--- config.mk ---
export PLATFORM = sky130hd
export DESIGN_NAME = pmic_fault_event_latches
export DESIGN_NICKNAME = d
export VERILOG_FILES = /design/src/ev_pkg.sv /design/src/pmic_fault_event_latches.sv
export SDC_FILE = /design/constraint.sdc
export NUM_CORES = 1
export LEC_CHECK = 0
export BUFFER_PORTS_ARGS = -buffer_cell sky130_fd_sc_hd__buf_4
export CAP_MARGIN = 10
export CORE_UTILIZATION = 30
export CTS_CLUSTER_DIAMETER = 80
export DETAILED_ROUTE_END_ITERATION = 12
export SLEW_MARGIN = 10
export SYNTH_ARGS = -nofsm -noshare
export SYNTH_HDL_FRONTEND = slang
export SYNTH_SLANG_ARGS = --single-unit
--- constraint.sdc ---
create_clock -name clk -period 2.5 [get_ports clk]
set_clock_uncertainty 0.05 [all_clocks]
set_input_delay 0.5 -clock clk [delete_from_list [all_inputs] [get_ports clk]]
set_output_delay 0.5 -clock clk [all_outputs]
set_load 0.02 [all_outputs]
--- src/ev_pkg.sv ---
package ev_pkg;

  // Clock and start-up timeout
  localparam int CLK_PERIOD_PS     = 5000;
  localparam int STARTUP_TIMEOUT_MS = 1;
  localparam int STARTUP_CYCLES    =
    STARTUP_TIMEOUT_MS * 1000000000 / CLK_PERIOD_PS;

  // Register word indices, byte address is four times the index
  localparam logic [7:0] IDX_SWRST   = 8'h1F;
  localparam logic [7:0] IDX_SUMMARY = 8'h20;
  localparam logic [7:0] IDX_RST     = 8'h21;
  localparam logic [7:0] IDX_BUCK    = 8'h22;
  localparam logic [7:0] IDX_BOOST   = 8'h23;
  localparam logic [7:0] IDX_MON     = 8'h24;
  localparam logic [7:0] IDX_LIVE    = 8'h25;
  localparam logic [7:0] IDX_MBUCK   = 8'h30;
  localparam logic [7:0] IDX_MBOOST  = 8'h31;
  localparam logic [7:0] IDX_MMON    = 8'h32;
  localparam logic [7:0] IDX_MRST    = 8'h33;

  // Value loaded into every mask register at the reset-event reload
  localparam logic [7:0] FLAGS_RESET = 8'h00;

  // Event bits of each group, the rest are plain storage
  localparam logic [7:0] BUCK_EVT  = 8'h77;
  localparam logic [7:0] BOOST_EVT = 8'h07;
  localparam logic [7:0] MON_EVT   = 8'h15;
  localparam logic [7:0] RST_EVT   = 8'h01;

  // Field positions
  localparam int BUCK_A_OVERCURRENT = 0;
  localparam int BUCK_A_SHORT       = 1;
  localparam int BUCK_A_POWERGOOD   = 2;
  localparam int BUCK_B_OVERCURRENT = 4;
  localparam int BUCK_B_SHORT       = 5;
  localparam int BUCK_B_POWERGOOD   = 6;
  localparam int BOOST_OVERCURRENT  = 0;
  localparam int BOOST_SHORT        = 1;
  localparam int BOOST_POWERGOOD    = 2;
  localparam int ANALOG_POWERGOOD   = 0;
  localparam int MONITOR_A_PG       = 2;
  localparam int MONITOR_B_PG       = 4;
  localparam int RESET_EVENT        = 0;
  localparam int SUM_BUCK           = 4;
  localparam int SUM_BOOST          = 5;
  localparam int SUM_MONITOR        = 6;
  localparam int LIVE_OVERVOLTAGE   = 0;
  localparam int LIVE_THERMAL_WARN  = 1;
  localparam int LIVE_THERMAL_SD    = 2;
  localparam int LIVE_CLOCK_INVALID = 3;
  localparam int SWRST_BIT          = 0;

  // Positions in the synchronised input vector
  localparam int IN_UV    = 0;
  localparam int IN_BPG   = 1;
  localparam int IN_BEN   = 3;
  localparam int IN_BLOW  = 5;
  localparam int IN_BOC   = 7;
  localparam int IN_XPG   = 9;
  localparam int IN_XEN   = 10;
  localparam int IN_XLOW  = 11;
  localparam int IN_XOC   = 12;
  localparam int IN_MPG   = 13;
  localparam int IN_APG   = 15;
  localparam int IN_CLK   = 16;
  localparam int IN_TSD   = 17;
  localparam int IN_TWARN = 18;
  localparam int IN_OVP   = 19;
  localparam int IN_COUNT = 20;

  // Reset-event sequencer states
  typedef enum logic [1:0] {
    RS_IDLE  = 2'b00,
    RS_SHUT  = 2'b01,
    RS_LOAD  = 2'b10,
    RS_START = 2'b11
  } rst_st_t;

endpackage

--- src/pmic_fault_event_latches.sv ---
`timescale 1ns/1ps
module pmic_fault_event_latches #(
  parameter int STARTUP_CYCLES = ev_pkg::STARTUP_CYCLES
) (
  // Clock and reset
  input  wire logic        clk,
  input  wire logic        resetn,
  // AHB-Lite slave
  input  wire logic        hsel,
  input  wire logic [31:0] haddr,
  input  wire logic [1:0]  htrans,
  input  wire logic        hwrite,
  input  wire logic [2:0]  hsize,
  input  wire logic        hready,
  input  wire logic [31:0] hwdata,
  output logic      [31:0] hrdata,
  output logic             hreadyout,
  output logic             hresp,
  // Analog detector levels
  input  wire logic        analog_supply_low,
  input  wire logic [1:0]  buck_pg_event,
  input  wire logic [1:0]  buck_enable,
  input  wire logic [1:0]  buck_below_min,
  input  wire logic [1:0]  buck_overcurrent,
  input  wire logic        boost_pg_event,
  input  wire logic        boost_enable,
  input  wire logic        boost_below_min,
  input  wire logic        boost_overcurrent,
  input  wire logic [1:0]  monitor_pg_event,
  input  wire logic        analog_supply_pg_event,
  input  wire logic        clock_invalid,
  input  wire logic        thermal_shutdown_status,
  input  wire logic        thermal_warning_status,
  input  wire logic        input_overvoltage_status,
  // Interrupt and power sequencing
  output logic             irq,
  output logic             converters_off,
  output logic             startup_go
);

  localparam int NIN = ev_pkg::IN_COUNT;
  localparam int TW  = $clog2(STARTUP_CYCLES + 1);

  typedef struct packed {
    logic [NIN-1:0]     s1;
    logic [NIN-1:0]     s2;
    logic [NIN-1:0]     s3;
    logic [NIN-1:0]     flt;
    logic [2:0]         run;
    logic [2:0][TW-1:0] tmr;
    logic [7:0]         buck;
    logic [7:0]         boost;
    logic [7:0]         mon;
    logic [7:0]         rstf;
    logic [7:0]         mbuck;
    logic [7:0]         mboost;
    logic [7:0]         mmon;
    logic [7:0]         mrst;
    ev_pkg::rst_st_t    st;
    logic               off;
    logic               go;
    logic               dph;
    logic               wt;
    logic               dwr;
    logic               dok;
    logic [7:0]         didx;
    logic [31:0]        rdata;
  } state_t;

  state_t         r;
  state_t         n;
  logic [NIN-1:0] rise;
  logic [2:0]     en;
  logic [2:0]     below;
  logic [2:0]     short;
  logic [2:0]     tmo;
  logic [7:0]     wd;
  logic [7:0]     buck_set;
  logic [7:0]     boost_set;
  logic [7:0]     mon_set;
  logic [7:0]     rst_set;
  logic [7:0]     summary;
  logic [7:0]     live;
  logic           act;
  logic           wr;
  logic           rd;
  logic           take;
  logic           swrst;
  logic           trig;
  logic           buck_any;

  // Write-one-to-clear on event bits, set beats clear, rest is storage
  function automatic logic [7:0] w1c(input logic [7:0] old,
                                     input logic [7:0] set,
                                     input logic       we,
                                     input logic [7:0] d,
                                     input logic [7:0] evt);
    logic [7:0] clr;
    clr = we ? (d & evt) : 8'h00;
    w1c = (((old & ~clr) | set) & evt) | ((we ? d : old) & ~evt);
  endfunction

  // Bus phase decode
  assign take  = hsel & htrans[1] & hready;
  assign act   = r.dph & ~r.wt;
  assign wr    = act & r.dwr & r.dok;
  assign rd    = act & ~r.dwr;
  assign wd    = hwdata[7:0];
  assign swrst = wr && (r.didx == ev_pkg::IDX_SWRST) &&
                 wd[ev_pkg::SWRST_BIT];

  // A filtered rising level is one event
  assign rise  = r.s2 & r.s3 & ~r.flt;
  assign trig  = rise[ev_pkg::IN_UV] | swrst;
  assign en    = {r.flt[ev_pkg::IN_XEN], r.flt[ev_pkg::IN_BEN+1],
                  r.flt[ev_pkg::IN_BEN]};
  assign below = {r.flt[ev_pkg::IN_XLOW], r.flt[ev_pkg::IN_BLOW+1],
                  r.flt[ev_pkg::IN_BLOW]};
  assign buck_any = |(r.buck & ev_pkg::BUCK_EVT);

  // Event set vectors and readable summaries
  always_comb begin
    buck_set  = 8'h00;
    boost_set = 8'h00;
    mon_set   = 8'h00;
    rst_set   = 8'h00;
    summary   = 8'h00;
    live      = 8'h00;
    buck_set[ev_pkg::BUCK_A_POWERGOOD]   = rise[ev_pkg::IN_BPG];
    buck_set[ev_pkg::BUCK_B_POWERGOOD]   = rise[ev_pkg::IN_BPG+1];
    buck_set[ev_pkg::BUCK_A_SHORT]       = short[0];
    buck_set[ev_pkg::BUCK_B_SHORT]       = short[1];
    buck_set[ev_pkg::BUCK_A_OVERCURRENT] = rise[ev_pkg::IN_BOC];
    buck_set[ev_pkg::BUCK_B_OVERCURRENT] = rise[ev_pkg::IN_BOC+1];
    boost_set[ev_pkg::BOOST_POWERGOOD]   = rise[ev_pkg::IN_XPG];
    boost_set[ev_pkg::BOOST_SHORT]       = short[2];
    boost_set[ev_pkg::BOOST_OVERCURRENT] = rise[ev_pkg::IN_XOC];
    mon_set[ev_pkg::MONITOR_A_PG]        = rise[ev_pkg::IN_MPG];
    mon_set[ev_pkg::MONITOR_B_PG]        = rise[ev_pkg::IN_MPG+1];
    mon_set[ev_pkg::ANALOG_POWERGOOD]    = rise[ev_pkg::IN_APG];
    rst_set[ev_pkg::RESET_EVENT]         = trig;
    summary[ev_pkg::SUM_BUCK]    = buck_any;
    summary[ev_pkg::SUM_BOOST]   = |(r.boost & ev_pkg::BOOST_EVT);
    summary[ev_pkg::SUM_MONITOR] = |(r.mon & ev_pkg::MON_EVT);
    live[ev_pkg::LIVE_CLOCK_INVALID] = r.flt[ev_pkg::IN_CLK];
    live[ev_pkg::LIVE_THERMAL_SD]    = r.flt[ev_pkg::IN_TSD];
    live[ev_pkg::LIVE_THERMAL_WARN]  = r.flt[ev_pkg::IN_TWARN];
    live[ev_pkg::LIVE_OVERVOLTAGE]   = r.flt[ev_pkg::IN_OVP];
  end

  // Next-state logic for the whole block
  always_comb begin
    n = r;
    // Synchroniser, a change counts once stages two and three agree
    n.s1  = {input_overvoltage_status, thermal_warning_status,
             thermal_shutdown_status, clock_invalid,
             analog_supply_pg_event, monitor_pg_event,
             boost_overcurrent, boost_below_min, boost_enable,
             boost_pg_event, buck_overcurrent, buck_below_min,
             buck_enable, buck_pg_event, analog_supply_low};
    n.s2  = r.s1;
    n.s3  = r.s2;
    n.flt = (r.s2 & r.s3) | (r.flt & (r.s2 | r.s3));

    for (int i = 0; i < 3; i++) begin
      tmo[i] = 1'b0;
      if (!en[i]) begin
        n.run[i] = 1'b0;
        n.tmr[i] = '0;
      end else if (!r.run[i]) begin
        if (!below[i]) begin
          n.run[i] = 1'b1;
        end else if (r.tmr[i] == TW'(STARTUP_CYCLES - 1)) begin
          tmo[i]   = 1'b1;
          n.run[i] = 1'b1;
        end else begin
          n.tmr[i] = r.tmr[i] + 1'b1;
        end
      end
      short[i] = (r.run[i] & en[i] & below[i]) | tmo[i];
    end

    // AHB-Lite: one wait state, write or read done in it
    if (act) begin
      n.wt = 1'b1;
    end else begin
      n.dph = take;
      n.wt  = 1'b0;
      if (take) begin
        n.dwr  = hwrite;
        n.didx = haddr[9:2];
        n.dok  = (haddr[31:10] == 22'h00_0000) && (haddr[1:0] == 2'b00);
      end
    end
    if (rd) begin
      n.rdata = 32'h0000_0000;
      if (r.dok) begin
        case (r.didx)
          ev_pkg::IDX_SUMMARY: n.rdata = 32'(summary);
          ev_pkg::IDX_RST:     n.rdata = 32'(r.rstf);
          ev_pkg::IDX_BUCK:    n.rdata = 32'(r.buck);
          ev_pkg::IDX_BOOST:   n.rdata = 32'(r.boost);
          ev_pkg::IDX_MON:     n.rdata = 32'(r.mon);
          ev_pkg::IDX_LIVE:    n.rdata = 32'(live);
          ev_pkg::IDX_MBUCK:   n.rdata = 32'(r.mbuck);
          ev_pkg::IDX_MBOOST:  n.rdata = 32'(r.mboost);
          ev_pkg::IDX_MMON:    n.rdata = 32'(r.mmon);
          ev_pkg::IDX_MRST:    n.rdata = 32'(r.mrst);
          default:             n.rdata = 32'h0000_0000;
        endcase
      end
    end

    // sticky flags, cleared by writing one
    n.rstf  = w1c(r.rstf, rst_set, wr && r.didx == ev_pkg::IDX_RST,
                  wd, ev_pkg::RST_EVT);
    n.buck  = w1c(r.buck, buck_set, wr && r.didx == ev_pkg::IDX_BUCK,
                  wd, ev_pkg::BUCK_EVT);
    n.boost = w1c(r.boost, boost_set,
                  wr && r.didx == ev_pkg::IDX_BOOST, wd,
                  ev_pkg::BOOST_EVT);
    n.mon   = w1c(r.mon, mon_set, wr && r.didx == ev_pkg::IDX_MON,
                  wd, ev_pkg::MON_EVT);

    // Interrupt mask registers, one blocks the bit
    if (wr && r.didx == ev_pkg::IDX_MBUCK) n.mbuck = wd & ev_pkg::BUCK_EVT;
    if (wr && r.didx == ev_pkg::IDX_MBOOST) begin
      n.mboost = wd & ev_pkg::BOOST_EVT;
    end
    if (wr && r.didx == ev_pkg::IDX_MMON) n.mmon = wd & ev_pkg::MON_EVT;
    if (wr && r.didx == ev_pkg::IDX_MRST) n.mrst = wd & ev_pkg::RST_EVT;

    // register reload, events in this cycle still latch
    if (r.st == ev_pkg::RS_LOAD) begin
      n.buck   = buck_set & ev_pkg::BUCK_EVT;
      n.boost  = boost_set & ev_pkg::BOOST_EVT;
      n.mon    = mon_set & ev_pkg::MON_EVT;
      n.rstf   = r.rstf | rst_set;
      n.mbuck  = ev_pkg::FLAGS_RESET;
      n.mboost = ev_pkg::FLAGS_RESET;
      n.mmon   = ev_pkg::FLAGS_RESET;
      n.mrst   = ev_pkg::FLAGS_RESET;
    end

    case (r.st)
      ev_pkg::RS_IDLE:  if (trig) n.st = ev_pkg::RS_SHUT;
      ev_pkg::RS_SHUT:  n.st = ev_pkg::RS_LOAD;
      ev_pkg::RS_LOAD:  n.st = ev_pkg::RS_START;
      ev_pkg::RS_START: n.st = ev_pkg::RS_IDLE;
      default:          n.st = ev_pkg::RS_IDLE;
    endcase
    n.off = (n.st == ev_pkg::RS_SHUT) || (n.st == ev_pkg::RS_LOAD);
    n.go  = (n.st == ev_pkg::RS_START);
  end

  // State register
  always_ff @(posedge clk or negedge resetn) begin
    if (!resetn) begin
      r <= '0;
    end else begin
      r <= n;
    end
  end

  // Outputs
  assign hrdata         = r.rdata;
  assign hreadyout      = ~act;
  assign hresp          = 1'b0;
  assign converters_off = r.off;
  assign startup_go     = r.go;
  assign irq = |(r.buck & ~r.mbuck & ev_pkg::BUCK_EVT) |
               |(r.boost & ~r.mboost & ev_pkg::BOOST_EVT) |
               |(r.mon & ~r.mmon & ev_pkg::MON_EVT) |
               |(r.rstf & ~r.mrst & ev_pkg::RST_EVT);
endmodule // pmic_fault_event_latches

Word-level counts from Yosys, hierarchy flattened
Cells that the tools add are included.
{"block": "totals", "register_bits": 249, "latch_bits": 0, "mem_bits_rw": 0, "romBits": 0, "in_bits": 94, "output_inout_bits": 37, "elab_cells": 190, "n_memories": 0}
{"block": "classes", "addsub": 3, "n_mul": 0, "div": 0, "n_lt_le_gt_ge": 0, "eq_ne": 29, "shift": 0, "muxes": 51, "bitwise": 53, "n_reduce_logical": 29}
{"op": "18-bit two-way mux", "count": 12}
{"op": "8-bit by 6-bit equality test with 1-bit output (second input constant)", "count": 10}
{"op": "8-bit one-hot mux with 10 select lines", "count": 1}
{"op": "8-bit two-way mux", "count": 9}
{"op": "64-bit two-way mux", "count": 1}
{"op": "18-bit by 1-bit adder with 18-bit output (second input constant)", "count": 3}
{"op": "18-bit equality test (second input constant)", "count": 3}
{"op": "20-bit bitwise AND", "count": 2}
{"op": "20-bit OR", "count": 2}
{"op": "1-bit two-way mux", "count": 23}
{"op": "22-bit zero test", "count": 1}
{"op": "16-bit bitwise AND", "count": 1}
{"op": "16-bit inverter", "count": 1}
{"op": "1-bit bitwise AND", "count": 14}
{"op": "7-bit bitwise AND", "count": 2}
{"op": "7-bit inverter", "count": 2}
{"op": "2-bit inequality test (second input constant)", "count": 6}
{"op": "3-bit OR reduction", "count": 4}
{"op": "6-bit OR reduction", "count": 2}
{"op": "1-bit logical AND", "count": 11}
{"op": "5-bit bitwise AND", "count": 2}
{"op": "5-bit inverter", "count": 2}
{"op": "3-bit AND reduction", "count": 3}
{"op": "2-bit equality test (second input constant)", "count": 4}
{"op": "24 further kinds", "count": 44}

Logic depth before layout (Yosys ltp)
{"block": "logic_depth", "ltp_word": 11, "mapped_depth": 8, "depth_no_buf": 6}

Worst setup path after synthesis
OpenSTA, ideal clock, no wires.
{"block": "synth_path", "kind": "register to register", "from": "reg r[35] in the netlist's numbering", "to": "reg r[100] in the netlist's numbering", "setup_ns": 0.132, "arrival_time_ns": 1.817, "t_required_ns": 2.318, "setup_slack_ns": 0.501, "path_stages_with_launch": 8, "path_buffers": 2, "synth_period_minus_slack_ns": 1.999, "cell_sequence": "dfrtp_1 -> or4b_1 -> buf_2 -> nor2_8 -> and4_1 -> buf_6 -> mux2i_1 -> nor2_1"}
{"block": "synth_between", "elab_chain_len": 5}
{"element": "start: declaration", "line": "pmic_fault_event_latches.sv:70", "text": "state_t r;"}
{"element": "start signal: assignment", "line": "pmic_fault_event_latches.sv:261", "text": "r <= n;"}
{"element": "8-bit by 6-bit equality test with 1-bit output", "line": "pmic_fault_event_latches.sv:220", "text": "wr && r.didx == ev_pkg::IDX_BOOST, wd,"}
{"element": "1-bit logical AND", "line": "pmic_fault_event_latches.sv:220"}
{"element": "8-bit two-way mux", "line": "pmic_fault_event_latches.sv:100", "text": "w1c = (((old & ~clr) | set) & evt) | ((we ? d : old) & ~evt);"}
{"element": "3-bit by 8-bit OR with 8-bit output", "line": "pmic_fault_event_latches.sv:100"}
{"element": "64-bit two-way mux", "line": "pmic_fault_event_latches.sv:234", "text": "if (r.st == ev_pkg::RS_LOAD) begin"}
No other way between the ends.
A chain may end at the register's enable or synchronous reset.

Worst setup path after layout
{"block": "layout_path", "from": "reg r[108] in the netlist's numbering", "to": "out irq"}
{"block": "layout_between", "elab_chain_len": 5}
{"element": "7-bit bitwise AND", "line": "pmic_fault_event_latches.sv:271", "text": "assign irq = |(r.buck & ~r.mbuck & ev_pkg::BUCK_EVT) |"}
{"element": "6-bit OR reduction", "line": "pmic_fault_event_latches.sv:271"}
{"element": "1-bit OR", "line": "pmic_fault_event_latches.sv:272", "text": "|(r.boost & ~r.mboost & ev_pkg::BOOST_EVT) |"}
{"element": "1-bit OR", "line": "pmic_fault_event_latches.sv:273", "text": "|(r.mon & ~r.mmon & ev_pkg::MON_EVT) |"}
{"element": "1-bit OR", "line": "pmic_fault_event_latches.sv:274", "text": "|(r.rstf & ~r.mrst & ev_pkg::RST_EVT);"}
{"element": "end: declaration", "line": "pmic_fault_event_latches.sv:36", "text": "output logic irq,"}
No other way between the ends.

==> impl_metrics.py <==
metrics = {
    "run_status": {
        "status": "completed",
    },
    "floorplanning": {
        "die_h_um": 177,
        "die_area_sq_um": 31300,
        "coreArea_sq_um": 29900,
        "rows": 63,
        "boundaryPins": 131,
        "start_util_pct": 30.7,
        "die_w_um": 177,
    },
    "route": {
        "drt_pass1_iterations": 4,
        "ant_nets": 0,
        "wire_per_inst_um": 15.0,
        "drtIter0Drc": 406,
        "vias_per_cell": 4.81,
        "wl_mm": 19.9,
        "route.detailed.drc": 0,
        "routed-via-count": 6367,
    },
    "yosys": {
        "synth-edff-count": 0,
        "synth_warnings": 0,
        "synth_area_sq_um": 9180,
        "yosys.area.top_type_share_pct": 56.2,
        "synth_flop_cell": "dfrtp_1",
        "synth_seq_cells": 206,
        "yosysMostFrequentCell": "dfrtp_1",
        "yosys-top-cells-count": "dfrtp_1 (206), nand2_1 (85), nor2_1 (46)",
        "synthArstFlopShare_pct": 100,
        "avgSynthCellArea_sq_um": 11.1,
        "yosys.area.top_type": "dfrtp_1",
        "netlist_instances": 827,
        "yosysSeqAreaShare_pct": 56.2,
        "synth.distinct_cells": 72,
        "synth_area_leaders": "dfrtp_1 (56%), mux2i_1 (3.6%), nand2_1 (3.5%)",
    },
    "global_routing": {
        "top_usage_layer": "met2",
        "gr-total-overflow": 0,
        "antenna_found_initial": 0,
        "grtUsageMet1_pct": 18.4,
        "grt_max_degree": 63,
        "grt_pass1_wl_mm": 32.8,
        "grt_util_met2_pct": 20.1,
        "met3_usage_pct": 2.36,
        "grtUsageTotal_pct": 12.9,
        "grt_pass1_vias": 6333,
    },
    "placed_design": {
        "routabilityCongestion": 0.877,
        "portBuffers": 77,
        "dp_hpwl_mm": 13.7,
        "dpl_cell_area_sq_um": 10200,
    },
    "final_layout": {
        "fin_nets": 1017,
        "antennaDiodeCount": 0,
        "synthToLayoutAreaGrowth_pct": 20.1,
        "final_cell_area_sq_um": 11000,
        "layout-drive-gt1-share_pct": 18.5,
    },
    "power": {
        "ir_drop_mv": 0.414,
        "p_leak_nw": 4.87,
        "cellPowerDensity_nw_per_um2": 844,
    },
    "worst_setup_path": {
        "end_kind": "output pin",
        "crit_arrival_ns": 1.89,
        "crit_fanout": 3,
        "setup.worst_path.start_class": "flip-flop",
        "crit_type": "flip-flop to output pin",
        "required_ns": 1.95,
    },
    "sta": {
        "rsz0062_at_grt": "no",
        "worst_pin_slew_ns": 0.858,
        "slew_viol_final": 0,
        "setup_viol": 0,
        "hold_viol": 0,
        "fin_crit_ns": 2.44,
        "fin_crit_sh_pct": 97.5,
        "relSlewSlack_pct": 42.8,
        "setup_tns_ns": 0,
        "fmax_ghz": 0.410,
    },
    "clock_network": {
        "htree_levels": 1,
        "clock_sinks": 206,
        "insertion_delay_ns": 0.51,
        "cts_buffer_depth": 3,
        "cts_made_buffers": 23,
        "cts_tree": "built",
        "root_buffer": "clkbuf_16",
        "path_clk_slew_ns": 0.06,
    },
    "job": {
        "maxCapViolCount": 0,
    },
    "min_path": {
        "holdCritPathClass": "input port to flip-flop",
    },
}
-- worst max-delay path: stages (launching register included) --
cell and delay [ns]:
dfrtp_1 0.38, inv_1 0.14, o22ai_1 0.10, a221oi_1 0.33
o2111ai_1 0.22, buf_4 0.21
-- cell type report --
| type | instances | area, sq um |
|---|---|---|
| Fill cell | 2959 | 18900 |
| Multi-Input combinational cell | 558 | 3650 |
| Clock buffer | 29 | 638 |
| Tap cell | 390 | 488 |
| Inverter | 24 | 90.1 |
| Clock inverter | 13 | 176 |
| Sequential cell | 206 | 5150 |
| Timing Repair Buffer | 105 | 822 |
-- metrics by stage --
| step | utilization [%] | hold WS (ns) | instances | setup WS [ns] | total power [mW] |
|---|---|---|---|---|---|
| 3_3_place_gp | 34.1 | 0.283 | 1282 | 0.353 | 5.75 |
| 4_1_cts | 36.9 | 0.0259 | 1325 | 0.0376 | 9.41 |
| 6_report | 36.9 | 0.0490 | 1325 | 0.0634 | 9.30 |
| 3_5_place_dp | 34.1 | 0.285 | 1282 | 0.356 | 5.77 |
| 2_1_floorplan | - | 0.154 | 851 | 0.501 | 5.10 |
| 5_1_grt | 36.9 | 0.0237 | 1325 | 0.0178 | 9.77 |
-- layout by cell type (no fill, tap or decap), drive strengths merged, types with 8 or more instances in the layout --
| cell type | netlist | routed |
|---|---|---|
| mux2 | 21 | 21 |
| maj3 | 20 | 20 |
| xor2 | 12 | 12 |
| and2 | 22 | 22 |
| o21ai | 37 | 37 |
| nor2 | 47 | 47 |
| nand4 | 20 | 20 |
| nor2b | 10 | 10 |
| nor3 | 14 | 14 |
| inv | 24 | 25 |
| and3 | 13 | 13 |
| o211ai | 8 | 8 |
| nand2 | 85 | 85 |
| clkbuf | 23 | 30 |
| buf | 40 | 103 |
| nand3 | 26 | 26 |
| nand2b | 16 | 16 |
| a21oi | 20 | 20 |
| dfrtp | 206 | 206 |
| nor4 | 14 | 14 |
| mux2i | 33 | 33 |
| conb | 1 | 25 |
| and4 | 8 | 8 |
| xnor2 | 10 | 10 |
-- registers in the layout, indices dropped and copies added (netlist names) --
name,flops
below,3
en,3
r,146
live,4
n,40
converters_off,1
startup_go,1
hrdata,8
-- power by group --
| group | internal, mW | switching [mW] |
|---|---|---|
| sequential | 3.66 | 0.262 |
| clock | 2.22 | 1.36 |
| combinational | 0.694 | 1.09 |
-- final timing paths --
check                                   from  endpoint  slack (ns)  depth (start not counted)
setup / recovery                      r[108]       irq        0.06                          5
setup reg to reg                       r[35]    r[111]        0.31                          6
hold reg to reg                       n[219]    n[199]        0.30                          0
max in group asynchronous             resetn    r[202]        1.19                          3
hold / removal             buck_below_min[0]    n[214]        0.05                          1
min in group asynchronous             resetn    n[205]        0.51                          2
-- cells by family after synthesis --
| group | after synthesis | synth area share, % |
|---|---|---|
| mux | 54 | 6.18 |
| simple gates | 313 | 19.1 |
| fa+ha+maj | 25 | 2.86 |
| buf+inv | 87 | 5.05 |
| flops | 206 | 56.2 |
| xor+xnor | 22 | 2.10 |
| other cells | 1 | 0.0409 |
| compound gates | 119 | 8.54 |
-- timing repair --
item	in CTS	in global routing
hold buffers	1	0
buffers inserted	0	0
hold endpoints to repair	56	0
resized for setup	0	0
-- metal layers --
metal  up-vias  share of wire (%)
li1       3071                  -
met1      3125                 48
met2       143                 45
met3        28                5.3
met4         0                1.9
met5         -                  0
(Power assumes the default switching activity.)
